<file path="src/pfs_map.svh">
// Register indices, field positions, pad indices and timing counts.
// Assumes it is included by bare name in every file that needs them.
`ifndef PFS_MAP_SVH
`define PFS_MAP_SVH

// ----------------------------------------------------------------------
// Register indices; the byte address on the bus is four times the index.
// ----------------------------------------------------------------------
`define PFS_IDX_AUX 8'ha2
`define PFS_IDX_PT4 8'hbb
`define PFS_IDX_OPT 8'hc0

// ----------------------------------------------------------------------
// Field positions.
// ----------------------------------------------------------------------
`define PFS_AUX_PTR 0
`define PFS_AUX_SPARE 3
`define PFS_AUX_RELOC 7
`define PFS_PT4_B4 4
`define PFS_PT4_B5 5
`define PFS_PT4_B6 6
`define PFS_OPT_RST_LARGE 0
`define PFS_OPT_RST_SMALL 1
`define PFS_OPT_CLK_T0 2
`define PFS_OPT_CLK_T1 3
`define PFS_OPT_CLK_BAUD 4

// ----------------------------------------------------------------------
// Reset values.
// ----------------------------------------------------------------------
`define PFS_RST_PT4 3'h0
`define PFS_RST_OPT 5'h00

// ----------------------------------------------------------------------
// Pad indices in the pad vectors.
// ----------------------------------------------------------------------
`define PFS_PADS 12
`define PFS_PAD_P4_4 0
`define PFS_PAD_P4_5 1
`define PFS_PAD_P4_6 2
`define PFS_PAD_P4_7 3
`define PFS_PAD_P3_6 4
`define PFS_PAD_P3_0 5
`define PFS_PAD_P3_1 6
`define PFS_PAD_P1_6 7
`define PFS_PAD_P1_7 8
`define PFS_PAD_P3_4 9
`define PFS_PAD_P3_5 10
`define PFS_PAD_P1_0 11

// ----------------------------------------------------------------------
// Timing counts.
// ----------------------------------------------------------------------
`define PFS_WAKE_CLOCKS 32768

`endif

</file>
<file path="src/pfs_pkg.sv">
// Types shared by the pin function select block.
// Assumes pfs_map.svh supplies the widths used here.
`include "pfs_map.svh"

package pfs_pkg;

  // ----------------------------------------------------------------------
  // Wake-up delay states.
  // ----------------------------------------------------------------------
  typedef enum logic [1:0] {
    PFS_WK_IDLE = 2'b00,
    PFS_WK_COUNT = 2'b01
  } pfs_wake_e;

  typedef struct packed {
    pfs_wake_e state;
    logic [15:0] count;
  } pfs_wake_s;

  typedef struct packed {
    logic [`PFS_PADS-1:0] ff1;
    logic [`PFS_PADS-1:0] ff2;
    logic [`PFS_PADS-1:0] ff3;
    logic [`PFS_PADS-1:0] level;
  } pfs_sync_s;

  typedef struct packed {
    logic [2:0] pt4_sel;
    logic reloc;
    logic spare;
    logic ptr_sel;
    logic [4:0] opt;
    logic dp_wr;
    logic [7:0] dp_idx;
    logic [31:0] rdata;
  } pfs_main_s;

endpackage : pfs_pkg

</file>
<file path="src/pfs_pad_sync.sv">
// Three-stage synchroniser with agreement filter for the pad inputs.
// Assumes the pads are asynchronous to i_clock.
`include "pfs_map.svh"
`timescale 1ns/1ps

module pfs_pad_sync (
  input wire logic i_clock,
  input wire logic i_reset_n,
  input wire logic [`PFS_PADS-1:0] i_pad,
  output logic [`PFS_PADS-1:0] o_level
);

  pfs_pkg::pfs_sync_s st_r;
  pfs_pkg::pfs_sync_s st_nxt;

  // The first stage feeds only the second; a change is accepted once the
  // second and third stages agree, which rejects one-cycle glitches.
  always_comb
  begin
    st_nxt = st_r;
    st_nxt.ff1 = i_pad;
    st_nxt.ff2 = st_r.ff1;
    st_nxt.ff3 = st_r.ff2;
    for (int i = 0; i < `PFS_PADS; i++)
    begin
      if (st_r.ff2[i] == st_r.ff3[i])
      begin
        st_nxt.level[i] = st_r.ff3[i];
      end
    end
  end

  // State register.
  always_ff @(posedge i_clock or negedge i_reset_n)
  begin
    if (!i_reset_n)
    begin
      st_r <= '0;
    end
    else
    begin
      st_r <= st_nxt;
    end
  end

  assign o_level = st_r.level;

endmodule : pfs_pad_sync

</file>
<file path="src/pfs_wake_delay.sv">
// Holds the processor for a fixed number of clocks after a wake-up.
// Assumes i_wake is a one-cycle pulse on i_clock.
`include "pfs_map.svh"
`timescale 1ns/1ps

module pfs_wake_delay #(
  parameter logic [15:0] WAKE_CLOCKS = 16'(`PFS_WAKE_CLOCKS)
) (
  input wire logic i_clock,
  input wire logic i_reset_n,
  input wire logic i_wake,
  output logic o_cpu_hold
);

  pfs_pkg::pfs_wake_s st_r;
  pfs_pkg::pfs_wake_s st_nxt;

  // A wake pulse while already counting is ignored, so the delay is
  // never stretched by a second wake source.
  always_comb
  begin
    st_nxt = st_r;
    case (st_r.state)
      pfs_pkg::PFS_WK_IDLE:
      begin
        if (i_wake)
        begin
          st_nxt.state = pfs_pkg::PFS_WK_COUNT;
          st_nxt.count = 16'h0000;
        end
      end
      pfs_pkg::PFS_WK_COUNT:
      begin
        if (st_r.count >= WAKE_CLOCKS - 16'h0001)
        begin
          st_nxt.state = pfs_pkg::PFS_WK_IDLE;
        end
        else
        begin
          st_nxt.count = st_r.count + 16'h0001;
        end
      end
      default:
      begin
        st_nxt.state = pfs_pkg::PFS_WK_IDLE;
      end
    endcase
  end

  // State register.
  always_ff @(posedge i_clock or negedge i_reset_n)
  begin
    if (!i_reset_n)
    begin
      st_r <= '0;
    end
    else
    begin
      st_r <= st_nxt;
    end
  end

  assign o_cpu_hold = (st_r.state == pfs_pkg::PFS_WK_COUNT);

endmodule : pfs_wake_delay

</file>
<file path="src/pfs_pin_select.sv">
// Pin function select: port-4 switch, auxiliary control and option
// registers on AHB-Lite, the pad multiplexer and the wake-up delay.
// Assumes a single AHB-Lite master, word transfers, and pads that are
// asynchronous to i_clock.
//
// Chosen here: the AHB-Lite interface to the registers.
`include "pfs_map.svh"
`timescale 1ns/1ps

module pfs_pin_select #(
  parameter logic [15:0] WAKE_CLOCKS = 16'(`PFS_WAKE_CLOCKS),
  parameter bit SMALL_PACKAGE = 1'b0
) (
  input wire logic i_clock,
  input wire logic i_reset_n,
  input wire logic i_hsel,
  input wire logic [31:0] i_haddr,
  input wire logic [1:0] i_htrans,
  input wire logic i_hwrite,
  input wire logic [2:0] i_hsize,
  input wire logic [31:0] i_hwdata,
  input wire logic i_hready,
  output logic o_hreadyout,
  output logic o_hresp,
  output logic [31:0] o_hrdata,
  input wire logic [`PFS_PADS-1:0] i_pad_in,
  output logic [`PFS_PADS-1:0] o_pad_out,
  output logic [`PFS_PADS-1:0] o_pad_oe,
  output logic [`PFS_PADS-1:0] o_pad_pull_up,
  input wire logic [`PFS_PADS-1:0] i_gpio_out,
  input wire logic [`PFS_PADS-1:0] i_gpio_oe,
  output logic [`PFS_PADS-1:0] o_gpio_in,
  input wire logic i_ale,
  input wire logic i_serial_txd,
  output logic o_serial_rxd,
  input wire logic i_timer_zero_pin_clk,
  input wire logic i_timer_one_pin_clk,
  input wire logic i_baud_timer_clk,
  output logic o_pointer_select,
  output logic o_pin_reset,
  output logic o_external_clock_required,
  input wire logic i_wake,
  output logic o_cpu_hold
);

  // ----------------------------------------------------------------------
  // Register state.
  // ----------------------------------------------------------------------
  pfs_pkg::pfs_main_s st_r;
  pfs_pkg::pfs_main_s st_nxt;
  logic [`PFS_PADS-1:0] pad_level;
  logic addr_ok;
  logic [7:0] addr_idx;
  logic [7:0] aux_view;
  logic [7:0] pt4_view;
  logic [7:0] opt_view;
  logic reset_io;

  // Byte address to register index; anything off the word grid misses.
  function automatic logic [7:0] word_index(input logic [31:0] addr);
    word_index = addr[9:2];
  endfunction : word_index

  // True when the index names one of the implemented registers.
  function automatic logic is_mapped(input logic [7:0] idx);
    is_mapped = (idx == `PFS_IDX_AUX) || (idx == `PFS_IDX_PT4) ||
                (idx == `PFS_IDX_OPT);
  endfunction : is_mapped

  // ----------------------------------------------------------------------
  // Submodules.
  // ----------------------------------------------------------------------
  pfs_pad_sync u_sync (
    .i_clock(i_clock),
    .i_reset_n(i_reset_n),
    .i_pad(i_pad_in),
    .o_level(pad_level)
  );

  pfs_wake_delay #(
    .WAKE_CLOCKS(WAKE_CLOCKS)
  ) u_wake (
    .i_clock(i_clock),
    .i_reset_n(i_reset_n),
    .i_wake(i_wake),
    .o_cpu_hold(o_cpu_hold)
  );

  // ----------------------------------------------------------------------
  // Address phase qualification.
  // ----------------------------------------------------------------------

  // Only word transfers with NONSEQ or SEQ to the upper 22 address bits of
  // zero are taken; others complete with OKAY and no effect.
  assign addr_idx = word_index(i_haddr);
  assign addr_ok = i_hsel && i_hready && i_htrans[1] &&
                   (i_hsize == 3'h2) && (i_haddr[31:10] == 22'h000000) &&
                   (i_haddr[1:0] == 2'h0);

  // ----------------------------------------------------------------------
  // Register update and read data.
  // ----------------------------------------------------------------------

  // The write of a data phase lands first, and the read data for a new
  // address phase is taken from the updated copy, so a read straight
  // after a write already sees the new value.
  always_comb
  begin
    st_nxt = st_r;
    st_nxt.dp_wr = 1'b0;
    if (st_r.dp_wr)
    begin
      case (st_r.dp_idx)
        `PFS_IDX_AUX:
        begin
          st_nxt.reloc = i_hwdata[`PFS_AUX_RELOC];
          st_nxt.spare = i_hwdata[`PFS_AUX_SPARE];
          st_nxt.ptr_sel = i_hwdata[`PFS_AUX_PTR];
        end
        `PFS_IDX_PT4:
        begin
          // Bits 7 and 3..0 are not stored.
          st_nxt.pt4_sel = i_hwdata[`PFS_PT4_B6:`PFS_PT4_B4];
        end
        `PFS_IDX_OPT:
        begin
          st_nxt.opt = i_hwdata[4:0];
        end
        default:
        begin
          st_nxt.opt = st_r.opt;
        end
      endcase
    end
    if (addr_ok)
    begin
      st_nxt.dp_wr = i_hwrite && is_mapped(addr_idx);
      st_nxt.dp_idx = addr_idx;
    end
    st_nxt.rdata = 32'h00000000;
    if (addr_ok && !i_hwrite)
    begin
      case (addr_idx)
        `PFS_IDX_AUX:
        begin
          st_nxt.rdata[`PFS_AUX_RELOC] = st_nxt.reloc;
          st_nxt.rdata[`PFS_AUX_SPARE] = st_nxt.spare;
          st_nxt.rdata[`PFS_AUX_PTR] = st_nxt.ptr_sel;
        end
        `PFS_IDX_PT4:
        begin
          st_nxt.rdata[`PFS_PT4_B6:`PFS_PT4_B4] = st_nxt.pt4_sel;
        end
        `PFS_IDX_OPT:
        begin
          st_nxt.rdata[4:0] = st_nxt.opt;
        end
        default:
        begin
          st_nxt.rdata = 32'h00000000;
        end
      endcase
    end
  end

  // State register; the select bits reset to their pin-default values.
  always_ff @(posedge i_clock or negedge i_reset_n)
  begin
    if (!i_reset_n)
    begin
      st_r <= '0;
      st_r.pt4_sel <= `PFS_RST_PT4;
      st_r.opt <= `PFS_RST_OPT;
    end
    else
    begin
      st_r <= st_nxt;
    end
  end

  // Zero-wait slave: every transfer completes in its first data cycle.
  assign o_hreadyout = 1'b1;
  assign o_hresp = 1'b0;
  assign o_hrdata = st_r.rdata;

  // ----------------------------------------------------------------------
  // Pad multiplexer.
  // ----------------------------------------------------------------------

  // Views kept only for readability of the mux and the input logic below.
  assign aux_view = {st_r.reloc, 3'h0, st_r.spare, 2'h0, st_r.ptr_sel};
  assign pt4_view = {1'b0, st_r.pt4_sel, 4'h0};
  assign opt_view = {3'h0, st_r.opt};

  // A freed reset pin leaves the device without its reset, and the
  // internal oscillator is then not allowed, hence the flag out.
  assign reset_io = SMALL_PACKAGE ? opt_view[`PFS_OPT_RST_SMALL] :
                                    opt_view[`PFS_OPT_RST_LARGE];
  assign o_external_clock_required = reset_io;

  // Every pad defaults to general I/O, then each special function
  // overrides its own pads; later overrides win where they overlap.
  always_comb
  begin
    o_pad_out = i_gpio_out;
    o_pad_oe = i_gpio_oe;
    o_pad_pull_up = '0;
    // Unselected P4.4 and P4.6 float on a weak pull-up with no function; unselected P4.5 drives the address strobe.
    if (!pt4_view[`PFS_PT4_B4])
    begin
      o_pad_out[`PFS_PAD_P4_4] = 1'b0;
      o_pad_oe[`PFS_PAD_P4_4] = 1'b0;
      o_pad_pull_up[`PFS_PAD_P4_4] = 1'b1;
    end
    if (!pt4_view[`PFS_PT4_B5])
    begin
      o_pad_out[`PFS_PAD_P4_5] = i_ale;
      o_pad_oe[`PFS_PAD_P4_5] = 1'b1;
    end
    if (!pt4_view[`PFS_PT4_B6])
    begin
      o_pad_out[`PFS_PAD_P4_6] = 1'b0;
      o_pad_oe[`PFS_PAD_P4_6] = 1'b0;
      o_pad_pull_up[`PFS_PAD_P4_6] = 1'b1;
    end
    // A reset pin in its reset role is an input only.
    if (!opt_view[`PFS_OPT_RST_LARGE])
    begin
      o_pad_out[`PFS_PAD_P4_7] = 1'b0;
      o_pad_oe[`PFS_PAD_P4_7] = 1'b0;
    end
    if (!opt_view[`PFS_OPT_RST_SMALL])
    begin
      o_pad_out[`PFS_PAD_P3_6] = 1'b0;
      o_pad_oe[`PFS_PAD_P3_6] = 1'b0;
    end
    // Serial pair on port 3 or relocated to port 1.
    if (aux_view[`PFS_AUX_RELOC])
    begin
      o_pad_out[`PFS_PAD_P1_7] = i_serial_txd;
      o_pad_oe[`PFS_PAD_P1_7] = 1'b1;
      o_pad_oe[`PFS_PAD_P1_6] = 1'b0;
    end
    else
    begin
      o_pad_out[`PFS_PAD_P3_1] = i_serial_txd;
      o_pad_oe[`PFS_PAD_P3_1] = 1'b1;
      o_pad_oe[`PFS_PAD_P3_0] = 1'b0;
    end
    // Programmable clock outputs.
    if (opt_view[`PFS_OPT_CLK_T0])
    begin
      o_pad_out[`PFS_PAD_P3_4] = i_timer_zero_pin_clk;
      o_pad_oe[`PFS_PAD_P3_4] = 1'b1;
    end
    if (opt_view[`PFS_OPT_CLK_T1])
    begin
      o_pad_out[`PFS_PAD_P3_5] = i_timer_one_pin_clk;
      o_pad_oe[`PFS_PAD_P3_5] = 1'b1;
    end
    if (opt_view[`PFS_OPT_CLK_BAUD])
    begin
      o_pad_out[`PFS_PAD_P1_0] = i_baud_timer_clk;
      o_pad_oe[`PFS_PAD_P1_0] = 1'b1;
    end
  end

  // ----------------------------------------------------------------------
  // Inputs back to the core.
  // ----------------------------------------------------------------------

  // Receive follows the selected pin pair.
  assign o_serial_rxd = aux_view[`PFS_AUX_RELOC] ?
                        pad_level[`PFS_PAD_P1_6] :
                        pad_level[`PFS_PAD_P3_0];

  // Reset request only while the pin still has its reset role; the
  // package parameter picks which of the two pins is the reset pin.
  assign o_pin_reset = SMALL_PACKAGE ?
    (!opt_view[`PFS_OPT_RST_SMALL] && pad_level[`PFS_PAD_P3_6]) :
    (!opt_view[`PFS_OPT_RST_LARGE] && pad_level[`PFS_PAD_P4_7]);

  // Filtered pad levels go to the core as the port input values.
  assign o_gpio_in = pad_level;

  // Active data pointer choice for the core.
  assign o_pointer_select = st_r.ptr_sel;

endmodule : pfs_pin_select

</file>
<file path="config.mk">
export PLATFORM = sky130hd
export DESIGN_NAME = pfs_pin_select
export DESIGN_NICKNAME = d
export VERILOG_FILES = /design/src/pfs_pkg.sv /design/src/pfs_pad_sync.sv /design/src/pfs_wake_delay.sv /design/src/pfs_pin_select.sv
export VERILOG_INCLUDE_DIRS = /design/src
export SDC_FILE = /design/constraint.sdc
export NUM_CORES = 1
export LEC_CHECK = 0
export BUFFER_PORTS_ARGS = -buffer_cell sky130_fd_sc_hd__buf_2
export CAP_MARGIN = 10
export CORE_ASPECT_RATIO = 0.75
export CORE_MARGIN = 2
export CORE_UTILIZATION = 47
export DETAILED_ROUTE_END_ITERATION = 8
export HOLD_SLACK_MARGIN = 0.12
export PLACE_DENSITY_LB_ADDON = 0.05
export SYNTH_ARGS = -nofsm -noshare
export SYNTH_HDL_FRONTEND = slang
export SYNTH_SLANG_ARGS = --single-unit
</file>
<file path="constraint.sdc">
create_clock -name i_clock -period 2.3 [get_ports i_clock]
set_input_delay 0.115 -clock i_clock [delete_from_list [all_inputs] [get_ports i_clock]]
set_output_delay 0.115 -clock i_clock [all_outputs]
set_load 0.01 [all_outputs]
</file>
==> flow_summary.yaml, run 1 <==
setup_path:
  cpMaxStageDelayCell: "a2111o_1"
  cp-end-kind: "flop"
  path_class: "flop to flop"
  reg2reg_slack_ns: 0.34
  slowest_delay_ns: 0.48
  arrival_ns: 2.19
  path_cells: "ha_1 > nand2b_1 > a2111o_1 > o211a_1 > a311o_1"
  worst_setup_path_start_kind: "flop"
  rr_worst_depth: 5
  required_ns: 2.52
  worstReg2RegStart: "u_wake.st_r[0]$_DFFE_PN0P_"
  path_max_fanout: 6
  r2r_end: "u_wake.st_r[10]$_DFFE_PN0P_"
global_route:
  grt_max_degree: 53
  antenna_found_initial: 0
  grt_pass1_wl_mm: 13.90
  grt-ovfl-total: 0
  grt_pass1_vias: 2909
  track_usage_pct: 18.16
finish:
  antennaDiodeCount: 0
  area_growth_pct: 26.51
  fin_nets: 634
  fin_util_pct: 60.50
  drive_gt1_share_pct: 37.16
  stdcell_area_mm2: 0.005428
drt:
  drt_first_pass_iters: 4
  via_count: 3174
  wl_per_cell_um: 13.74
  routed_wl_mm: 8.710
  drt_iter0_drc: 174
  detail-route-antenna-nets: 0
  via_per_inst: 5.006
  drc: 0
logic_synthesis:
  async_flop_share_pct: 100.0
  ys_top_cells_by_count: "dfrtp_1 (93), buf_4 (58), nor4_1 (15)"
  synthCells: 366
  ys_ff_latch: 93
  ys_warn_count: 0
  avgSynthCellArea_um2: 11.72
  ys_seq_area_share_pct: 54.24
  yosysMostFrequentCell: "dfrtp_1"
  synth_edf_count: 0
  synth_area_leaders: "dfrtp_1 (54%), buf_4 (10%), mux2_2 (2.9%)"
  synthesis.area_mm2: 0.004290
  synth_ff_type: "dfrtp_1"
  yosys.area.top_type_share_pct: 54.24
  yosys.area.top_type: "dfrtp_1"
  netlist-cell-type-count: 55
die:
  coreArea_mm2: 0.008971
  die_w_um: 114.3
  die_area_mm2: 0.009917
  die_h_um: 86.74
  ios: 203
  start_util_pct: 47.82
  floorplan.rows: 30
hold_path:
  min_to: "o_pad_out[5]"
  min_path_cells: 0
  hold_path_class: "input port to output pin"
  hp-start: "i_gpio_out[5]"
timing:
  hold_viol_final: 0
  skew_ns: 0.004487
  fin_ws_ns: 0.3362
  drv_slew: 0
  worstMarginPinSlew_ns: 0.6395
  fin_crit_ns: 1.964
  rsz0062_at_grt: "no"
  tns_ns: 0
  timing.hold.ws_ns: 0.2300
  relSlewSlack_pct: 56.97
  setup_violations: 0
  max_freq_mhz: 509.2
  period_share_pct: 85.38
cts:
  ctsResizeCount: 0
  clock_path_buffers: 2
  tritoncts: "built"
  htree_levels: 3
  cts.sinks: 93
  cts_buffers: 9
  clock_latency_ns: 0.34
  post_cts_buffers: 0
  clk_pin_slew_worst_paths_ns: 0.07
  cts_root_buf: "clkbuf_16"
  hold_buffers: 28
pwr:
  p_per_area_mw_per_mm2: 656.2
  p_leak_nw: 2.634
  irDropWorstVdd_uv: 341.9
placement:
  port_buffers: 137
  placed_cell_area_mm2: 0.004833
  place_congestion: 0.9035
  dp_hpwl_mm: 6.557
  dpl_worst_slack_ns: 0.3648
status:
  status: "complete, no violations"
flow_run:
  drv_cap: 0
-- layout make-up --
cell class                      count  area [µm²]
Tap cell                          112       140.1
Timing Repair Buffer              172        1033
Fill cell                         754        3543
Multi-Input combinational cell    229        1568
Inverter                           12       45.04
Clock inverter                      7       88.84
Clock buffer                        9       225.2
Sequential cell                    93        2327
-- stage by stage --
| stage | total power [W] | instances |
|---|---|---|
| floorplan | 0.001938 | 400 |
| global placement | 0.002026 | 590 |
| detailed placement | 0.002033 | 590 |
| CTS | 0.003619 | 634 |
| global route | 0.003726 | 634 |
| finish | 0.003561 | 634 |
-- worst max path at each step --
stage | slack (ns) | end | cells past startpoint | start
finish | 0.34 | u_wake.st_r[10]$_DFFE_PN0P_ | 5 | u_wake.st_r[0]$_DFFE_PN0P_
global route | 0.25 | u_wake.st_r[10]$_DFFE_PN0P_ | 5 | u_wake.st_r[0]$_DFFE_PN0P_
CTS | 0.34 | o_hrdata[1]$_DFF_PN0_ | 4 | st_r[34]$_DFFE_PN0P_
detailed placement | 0.36 | o_hrdata[1]$_DFF_PN0_ | 4 | st_r[34]$_DFFE_PN0P_
global placement | 0.40 | u_wake.st_r[10]$_DFFE_PN0P_ | 5 | u_wake.st_r[0]$_DFFE_PN0P_
floorplan | 0.50 | o_hrdata[1]$_DFF_PN0_ | 4 | st_r[34]$_DFFE_PN0P_
-- state kept, by name (all words and copies together) (netlist names) --
register / flops
u_sync.st_nxt: 24
u_wake.st_r: 17
u_sync.o_level: 12
u_sync.st_r: 12
st_r: 9
o_hrdata: 8
opt_view: 4
pt4_view: 3
aux_view: 2
o_external_clock_required: 1
o_pointer_select: 1
-- critical path, delay by kind of cell, from the launching register on --
family,cells,cell delay [ns]
AOI/OAI and AO/OA,3,1.02
adders and majority gates,1,0.25
DFF,1,0.42
and+or+nand+nor,1,0.17
-- layer usage --
layer  vias to the layer above  track usage, %  wire length (µm)
li1                       1529               -                 -
met1                      1508           24.93              4017
met2                       129           28.19              3941
met3                         8           5.105               638
met4                         0           5.765               112
met5                         -               0                 0
-- cells in the final DEF (no fill, tap or decap), drive strengths merged, types with 3 or more instances in the layout --
master       Yosys  layout
buf             62     144
dfrtp           93      93
conb             2      36
dlygate4sd3      0      28
mux2            19      19
nor4            15      15
inv             11      15
nand2           12      12
maj3            12      12
or2             11      11
o21ai           11      11
nor3             9       9
and2             9       9
clkbuf           4       9
nand4            8       8
nand3            7       7
nand4b           6       6
o31a             6       6
nor2             6       6
nand2b           6       6
nor3b            5       5
mux2i            5       5
or4              5       5
a21oi            4       4
or3              3       3
nor2b            3       3
and3             3       3
o311ai           3       3
o211ai           3       3
-- cell families after synthesis --
logic type	synth area share, %
buffers and inverters	12.19
AO/OA/AOI/OAI	7.146
other	0.1750
flip-flops	54.24
multiplexers	6.853
AND/OR/NAND/NOR	16.30
adder cells (fa/ha/maj)	3.091
-- power breakdown --
part / switching (W) / internal [W] / total (W)
Combinational: 0.000149 / 0.000159 / 0.000308
Clock: 0.000657 / 0.000871 / 0.00153
Sequential: 0.0000309 / 0.00170 / 0.00173
No activity file was read; power rests on OpenSTA's default activity.
==> run 2, diff against run 1 <==
==> constraint.sdc (replaced) <==
create_clock -name i_clock -period 1.9 [get_ports i_clock]
set_input_delay 0.095 -clock i_clock [delete_from_list [all_inputs] [get_ports i_clock]]
set_output_delay 0.095 -clock i_clock [all_outputs]
set_load 0.01 [all_outputs]
==> flow_summary.yaml, run 2 (synthesis gave the netlist of run 1 again) <==
setup_path:
  cpMaxStageDelayCell: "or4_1"
  worst_setup_path_start_kind: "flop"
  arrival_ns: 2.13
  path_cells: "or4_1 > buf_4 > nor4_1 > o21ai_0 > a21oi_1"
  critPathTopFamily: "simple AND/OR/NAND/NOR gates"
  path_buf_inv: 1
  worstReg2RegStart: "st_r[34]$_DFFE_PN0P_"
  path_class: "flop to flop"
  cp-end-kind: "flop"
  required_ns: 2.15
  crit_start: "st_r[34]$_DFFE_PN0P_"
  slowest_delay_ns: 0.56
  path_max_fanout: 12
finish:
  antennaDiodeCount: 0
  final_common_cell: "buf_2"
  fin_nets: 650
  area_growth_pct: 29.51
  multi_input_area_mm2: 0.001597
  fillers: 769
  seq_area_mm2: 0.002327
  mostFrequentLayoutCells: "buf_2 (136), dfrtp_1 (93), conb_1 (36), dlygate4sd3_1 (29), buf_4 (22)"
  stdcell_area_mm2: 0.005557
  drive_gt1_share_pct: 39.78
  largest_reg_flops: 24
timing:
  max_freq_mhz: 530.6
  worstMarginPinSlew_ns: 0.5666
  hold_viol_final: 0
  drv_slew: 0
  skew_ns: 0.005454
  period_share_pct: 99.19
  fin_crit_ns: 1.885
  rsz0062_at_grt: "yes"
  relSlewSlack_pct: 61.94
  setup_violations: 0
cts:
  clock_path_buffers: 2
  cts_root_buf: "clkbuf_16"
  clk_pin_slew_worst_paths_ns: 0.07
  cts.sinks: 93
  clock_latency_ns: 0.34
  cts_buffers: 9
  htree_levels: 3
  tritoncts: "built"
drt:
  detail-route-antenna-nets: 0
  drt_first_pass_iters: 4
  via_count: 3230
  drt_iter0_drc: 189
  drc: 0
  via_per_inst: 4.969
  routed_wl_mm: 8.899
  wl_per_cell_um: 13.69
placement:
  place_congestion: 0.8825
  dp_hpwl_mm: 6.675
  placed_cell_area_mm2: 0.004916
  port_buffers: 137
die:
  die_w_um: 114.3
  floorplan.rows: 30
  die_area_mm2: 0.009917
  coreArea_mm2: 0.008971
  die_h_um: 86.74
  ios: 203
  start_util_pct: 47.82
hold_path:
  hold_path_class: "input port to output pin"
  hp-start: "i_gpio_out[5]"
global_route:
  grt_max_degree: 61
  antenna_found_initial: 0
  grt_pass1_vias: 2894
  grt-ovfl-total: 0
  grt_pass1_wl_mm: 13.86
  track_usage_pct: 18.14
pwr:
  irDropWorstVdd_uv: 397.0
  p_per_area_mw_per_mm2: 752.7
  power.total_w: 0.004183
  p_leak_nw: 2.705
flow_run:
  drv_cap: 0
status:
  status: "complete, no violations"
## run 2: worst paths after layout
check,to,slack (ns),cells past startpoint
worst min register to register,u_sync.st_nxt[16]$_DFF_PN0_,0.34,0
max in group asynchronous,o_hrdata[6]$_DFF_PN0_,1.01,3
min in group asynchronous,u_sync.o_level[4]$_DFFE_PN0N_,0.23,2
worst max register to register,o_hrdata[3]$_DFF_PN0_,0.02,5
worst min-delay path,o_pad_out[5],0.19,0
worst max-delay path,o_hrdata[3]$_DFF_PN0_,0.02,5
## run 2: repair_timing
action | in CTS | in global routing
gates resized for setup | 1 | 4
setup buffers | 0 | 4
hold buffers | 29 | 0
endpoints found under the hold margin | 62 | 0
pin swaps | 0 | 2
setup endpoints to repair | 2 | 6
## run 2: area by class of cell
type	count	area share [%]
tap	112	2.522
sequential	93	41.88
multi-input combinational	229	28.73
inverter	12	0.8106
timing repair buffer	188	20.81
clock buffer	9	4.053
clock inverter	7	1.193
## run 2: metal layers
| metal | wire (µm) | share of wire [%] | vias up | global-route usage (%) |
|---|---|---|---|---|
| li1 | - | - | 1554 | - |
| met1 | 4090 | 46 | 1551 | 24.53 |
| met2 | 4164 | 47 | 118 | 28.52 |
| met3 | 547 | 6.1 | 7 | 5.245 |
| met4 | 95 | 1.1 | 0 | 5.654 |
| met5 | 0 | 0 | - | 0 |
## run 2: metrics by stage
| stage | utilization, % | hold slack [ns] | setup WS [ns] | TNS [ns] | std cells |
|---|---|---|---|---|---|
| floorplan | - | -0.2006 | 0.09743 | 0 | 400 |
| detailed placement | 54.80 | 0.07906 | -0.03411 | -0.05422 | 601 |
| global route | 61.94 | 0.1900 | -0.03217 | -0.07609 | 650 |
| CTS | 61.34 | 0.1901 | 0.008270 | 0 | 646 |
| global placement | 54.80 | 0.07141 | 0.02698 | 0 | 601 |
| finish | 61.94 | 0.1900 | 0.01548 | 0 | 650 |
## run 2: power by group
group | internal, W | leakage, nW | switching [W]
sequential | 0.00205 | 1.11 | 0.0000382
clock | 0.000916 | 0.141 | 0.000800
combinational | 0.000193 | 1.46 | 0.000183
total | 0.00316 | 2.71 | 0.00102
==> run 3, diff against run 2 <==
--- a/config.mk
+++ b/config.mk
@@ -9,7 +9,7 @@
 export BUFFER_PORTS_ARGS = -buffer_cell sky130_fd_sc_hd__buf_2
 export CAP_MARGIN = 10
 export CORE_ASPECT_RATIO = 0.75
-export CORE_MARGIN = 2
+export CORE_MARGIN = 5
 export CORE_UTILIZATION = 47
 export DETAILED_ROUTE_END_ITERATION = 8
 export HOLD_SLACK_MARGIN = 0.12
==> flow_summary.yaml, run 3 (synthesis gave the netlist of run 1 again) <==
setup_path:
  path_class: "input port to flop"
  arrival_ns: 2.14
  cp-end-kind: "flop"
  reg2reg_slack_ns: 0.07
  path_cells: "buf_2 > or4_4 > or4_4 > a211oi_1 > dlygate4sd3_1"
  rr_worst_depth: 6
  slowest_delay_ns: 0.60
  path_max_fanout: 6
  cpMaxStageDelayCell: "or4_4"
  worstReg2RegStart: "u_wake.st_r[0]$_DFFE_PN0P_"
  crit_top_cell: "or4_4"
  required_ns: 2.17
  r2r_end: "u_wake.st_r[10]$_DFFE_PN0P_"
  worst_setup_path_start_kind: "input port"
die:
  ios: 203
  floorplan.rows: 30
  die_w_um: 120.3
  die_area_mm2: 0.01116
  start_util_pct: 47.82
  die_h_um: 92.74
  coreArea_mm2: 0.008971
drt:
  routed_wl_mm: 9.732
  drt_first_pass_iters: 4
  drc: 0
  wl_per_cell_um: 14.88
  detail-route-antenna-nets: 0
  drt_iter0_drc: 197
  via_count: 3270
  via_per_inst: 5.000
timing:
  hold_viol_final: 0
  worstMarginPinSlew_ns: 0.5557
  tns_ns: 0
  drv_slew: 0
  relSlewSlack_pct: 62.67
  setup_violations: 0
  max_freq_mhz: 536.1
  rsz0062_at_grt: "yes"
  skew_ns: 0.006831
  timing.hold.ws_ns: 0.1900
  fin_crit_ns: 1.865
  period_share_pct: 98.18
cts:
  clk_pin_slew_worst_paths_ns: 0.07
  tritoncts: "built"
  cts.sinks: 93
  cts_buffers: 9
  cts_root_buf: "clkbuf_16"
  htree_levels: 3
  clock_path_buffers: 2
  clock_latency_ns: 0.33
hold_path:
  hold_path_class: "input port to output pin"
  min_to: "o_pad_out[7]"
  hp-start: "i_gpio_out[7]"
  min_path_cells: 0
global_route:
  track_usage_pct: 17.36
  grt_pass1_wl_mm: 15.55
  grt_pass1_vias: 3244
  grt_max_degree: 41
  antenna_found_initial: 0
  grt-ovfl-total: 0
flow_run:
  drv_cap: 0
status:
  status: "complete, no violations"
finish:
  largest_reg_flops: 24
  mostFrequentLayoutCells: "buf_2 (136), dfrtp_1 (93), conb_1 (36), dlygate4sd3_1 (29), buf_4 (26)"
  antennaDiodeCount: 0
  drive_gt1_share_pct: 40.41
  fillers: 726
  final_common_cell: "buf_2"
  fin_nets: 654
  area_growth_pct: 30.24
  final_cells: 654
pwr:
  p_leak_nw: 2.720
  p_per_area_mw_per_mm2: 750.7
  power.total_w: 0.004195
  irDropWorstVdd_uv: 459.5
placement:
  place_congestion: 0.8273
  port_buffers: 137
  dp_cells: 605
  dp_hpwl_mm: 7.271
==> run 3: worst max-delay path by stage <==
| stage | slack, ns | from | endpoint | cells past startpoint |
|---|---|---|---|---|
| 2_1_floorplan | 0.1 | st_r[34]$_DFFE_PN0P_ | o_hrdata[1]$_DFF_PN0_ | 4 |
| 3_3_place_gp | -0.01 | st_r[34]$_DFFE_PN0P_ | o_hrdata[2]$_DFF_PN0_ | 5 |
| 3_5_place_dp | 0.03 | st_r[34]$_DFFE_PN0P_ | o_hrdata[2]$_DFF_PN0_ | 5 |
| 4_1_cts | 0.03 | i_haddr[27] | st_r[40]$_DFF_PN0_ | 6 |
| 5_1_grt | -0.02 | i_haddr[2] | o_hrdata[3]$_DFF_PN0_ | 6 |
| 6_report | 0.03 | i_hsize[2] | st_r[40]$_DFF_PN0_ | 5 |
==> run 3: where the power goes <==
group | switching [W] | leakage, nW | total, W | internal, W
Clock | 0.000807 | 0.136 | 0.00172 | 0.000917
Combinational | 0.000187 | 1.48 | 0.000381 | 0.000194
Sequential | 0.0000379 | 1.11 | 0.00209 | 0.00205
==> run 3: layout make-up <==
class                      instances  area (µm²)  share of cell area (%)
inverter                          12       45.04                  0.8061
multi-input combinational        229        1600                   28.64
sequential                        93        2327                   41.65
timing repair buffer             192        1186                   21.23
tap                              112       140.1                   2.508
clock buffer                       9       225.2                   4.030
clock inverter                     7       63.81                   1.142
==> run 3: timing repair <==
action | in CTS | in global routing
hold buffers | 29 | 0
hold endpoints to repair | 67 | 0
setup endpoints to repair | 0 | 6
gates resized for setup | 0 | 6
setup buffers | 0 | 4
==> run 3: metrics by stage <==
stage                     utilization [%]  instance area, µm²  setup WS, ns
after floorplan                         -                4418       0.09743
after global placement              55.13                4946      -0.01281
after detailed placement            55.13                4946       0.03484
after CTS                           61.59                5525       0.02800
after global routing                62.29                5588      -0.02373
final                               62.29                5588       0.03457
==> run 3: layer usage <==
metal,vias up,GRT usage [%],wire (µm)
met5,-,0,0
met2,141,27.16,4445
li1,1564,-,-
met4,0,6.415,154
met3,14,4.640,785
met1,1551,23.27,4347
==> run 3: worst max-delay path: cells and delay by family <==
kind	cells	cell delay, ns
AND/OR/NAND/NOR	2	1.13
buffers and inverters	2	0.67
AO/OA/AOI/OAI	1	0.24
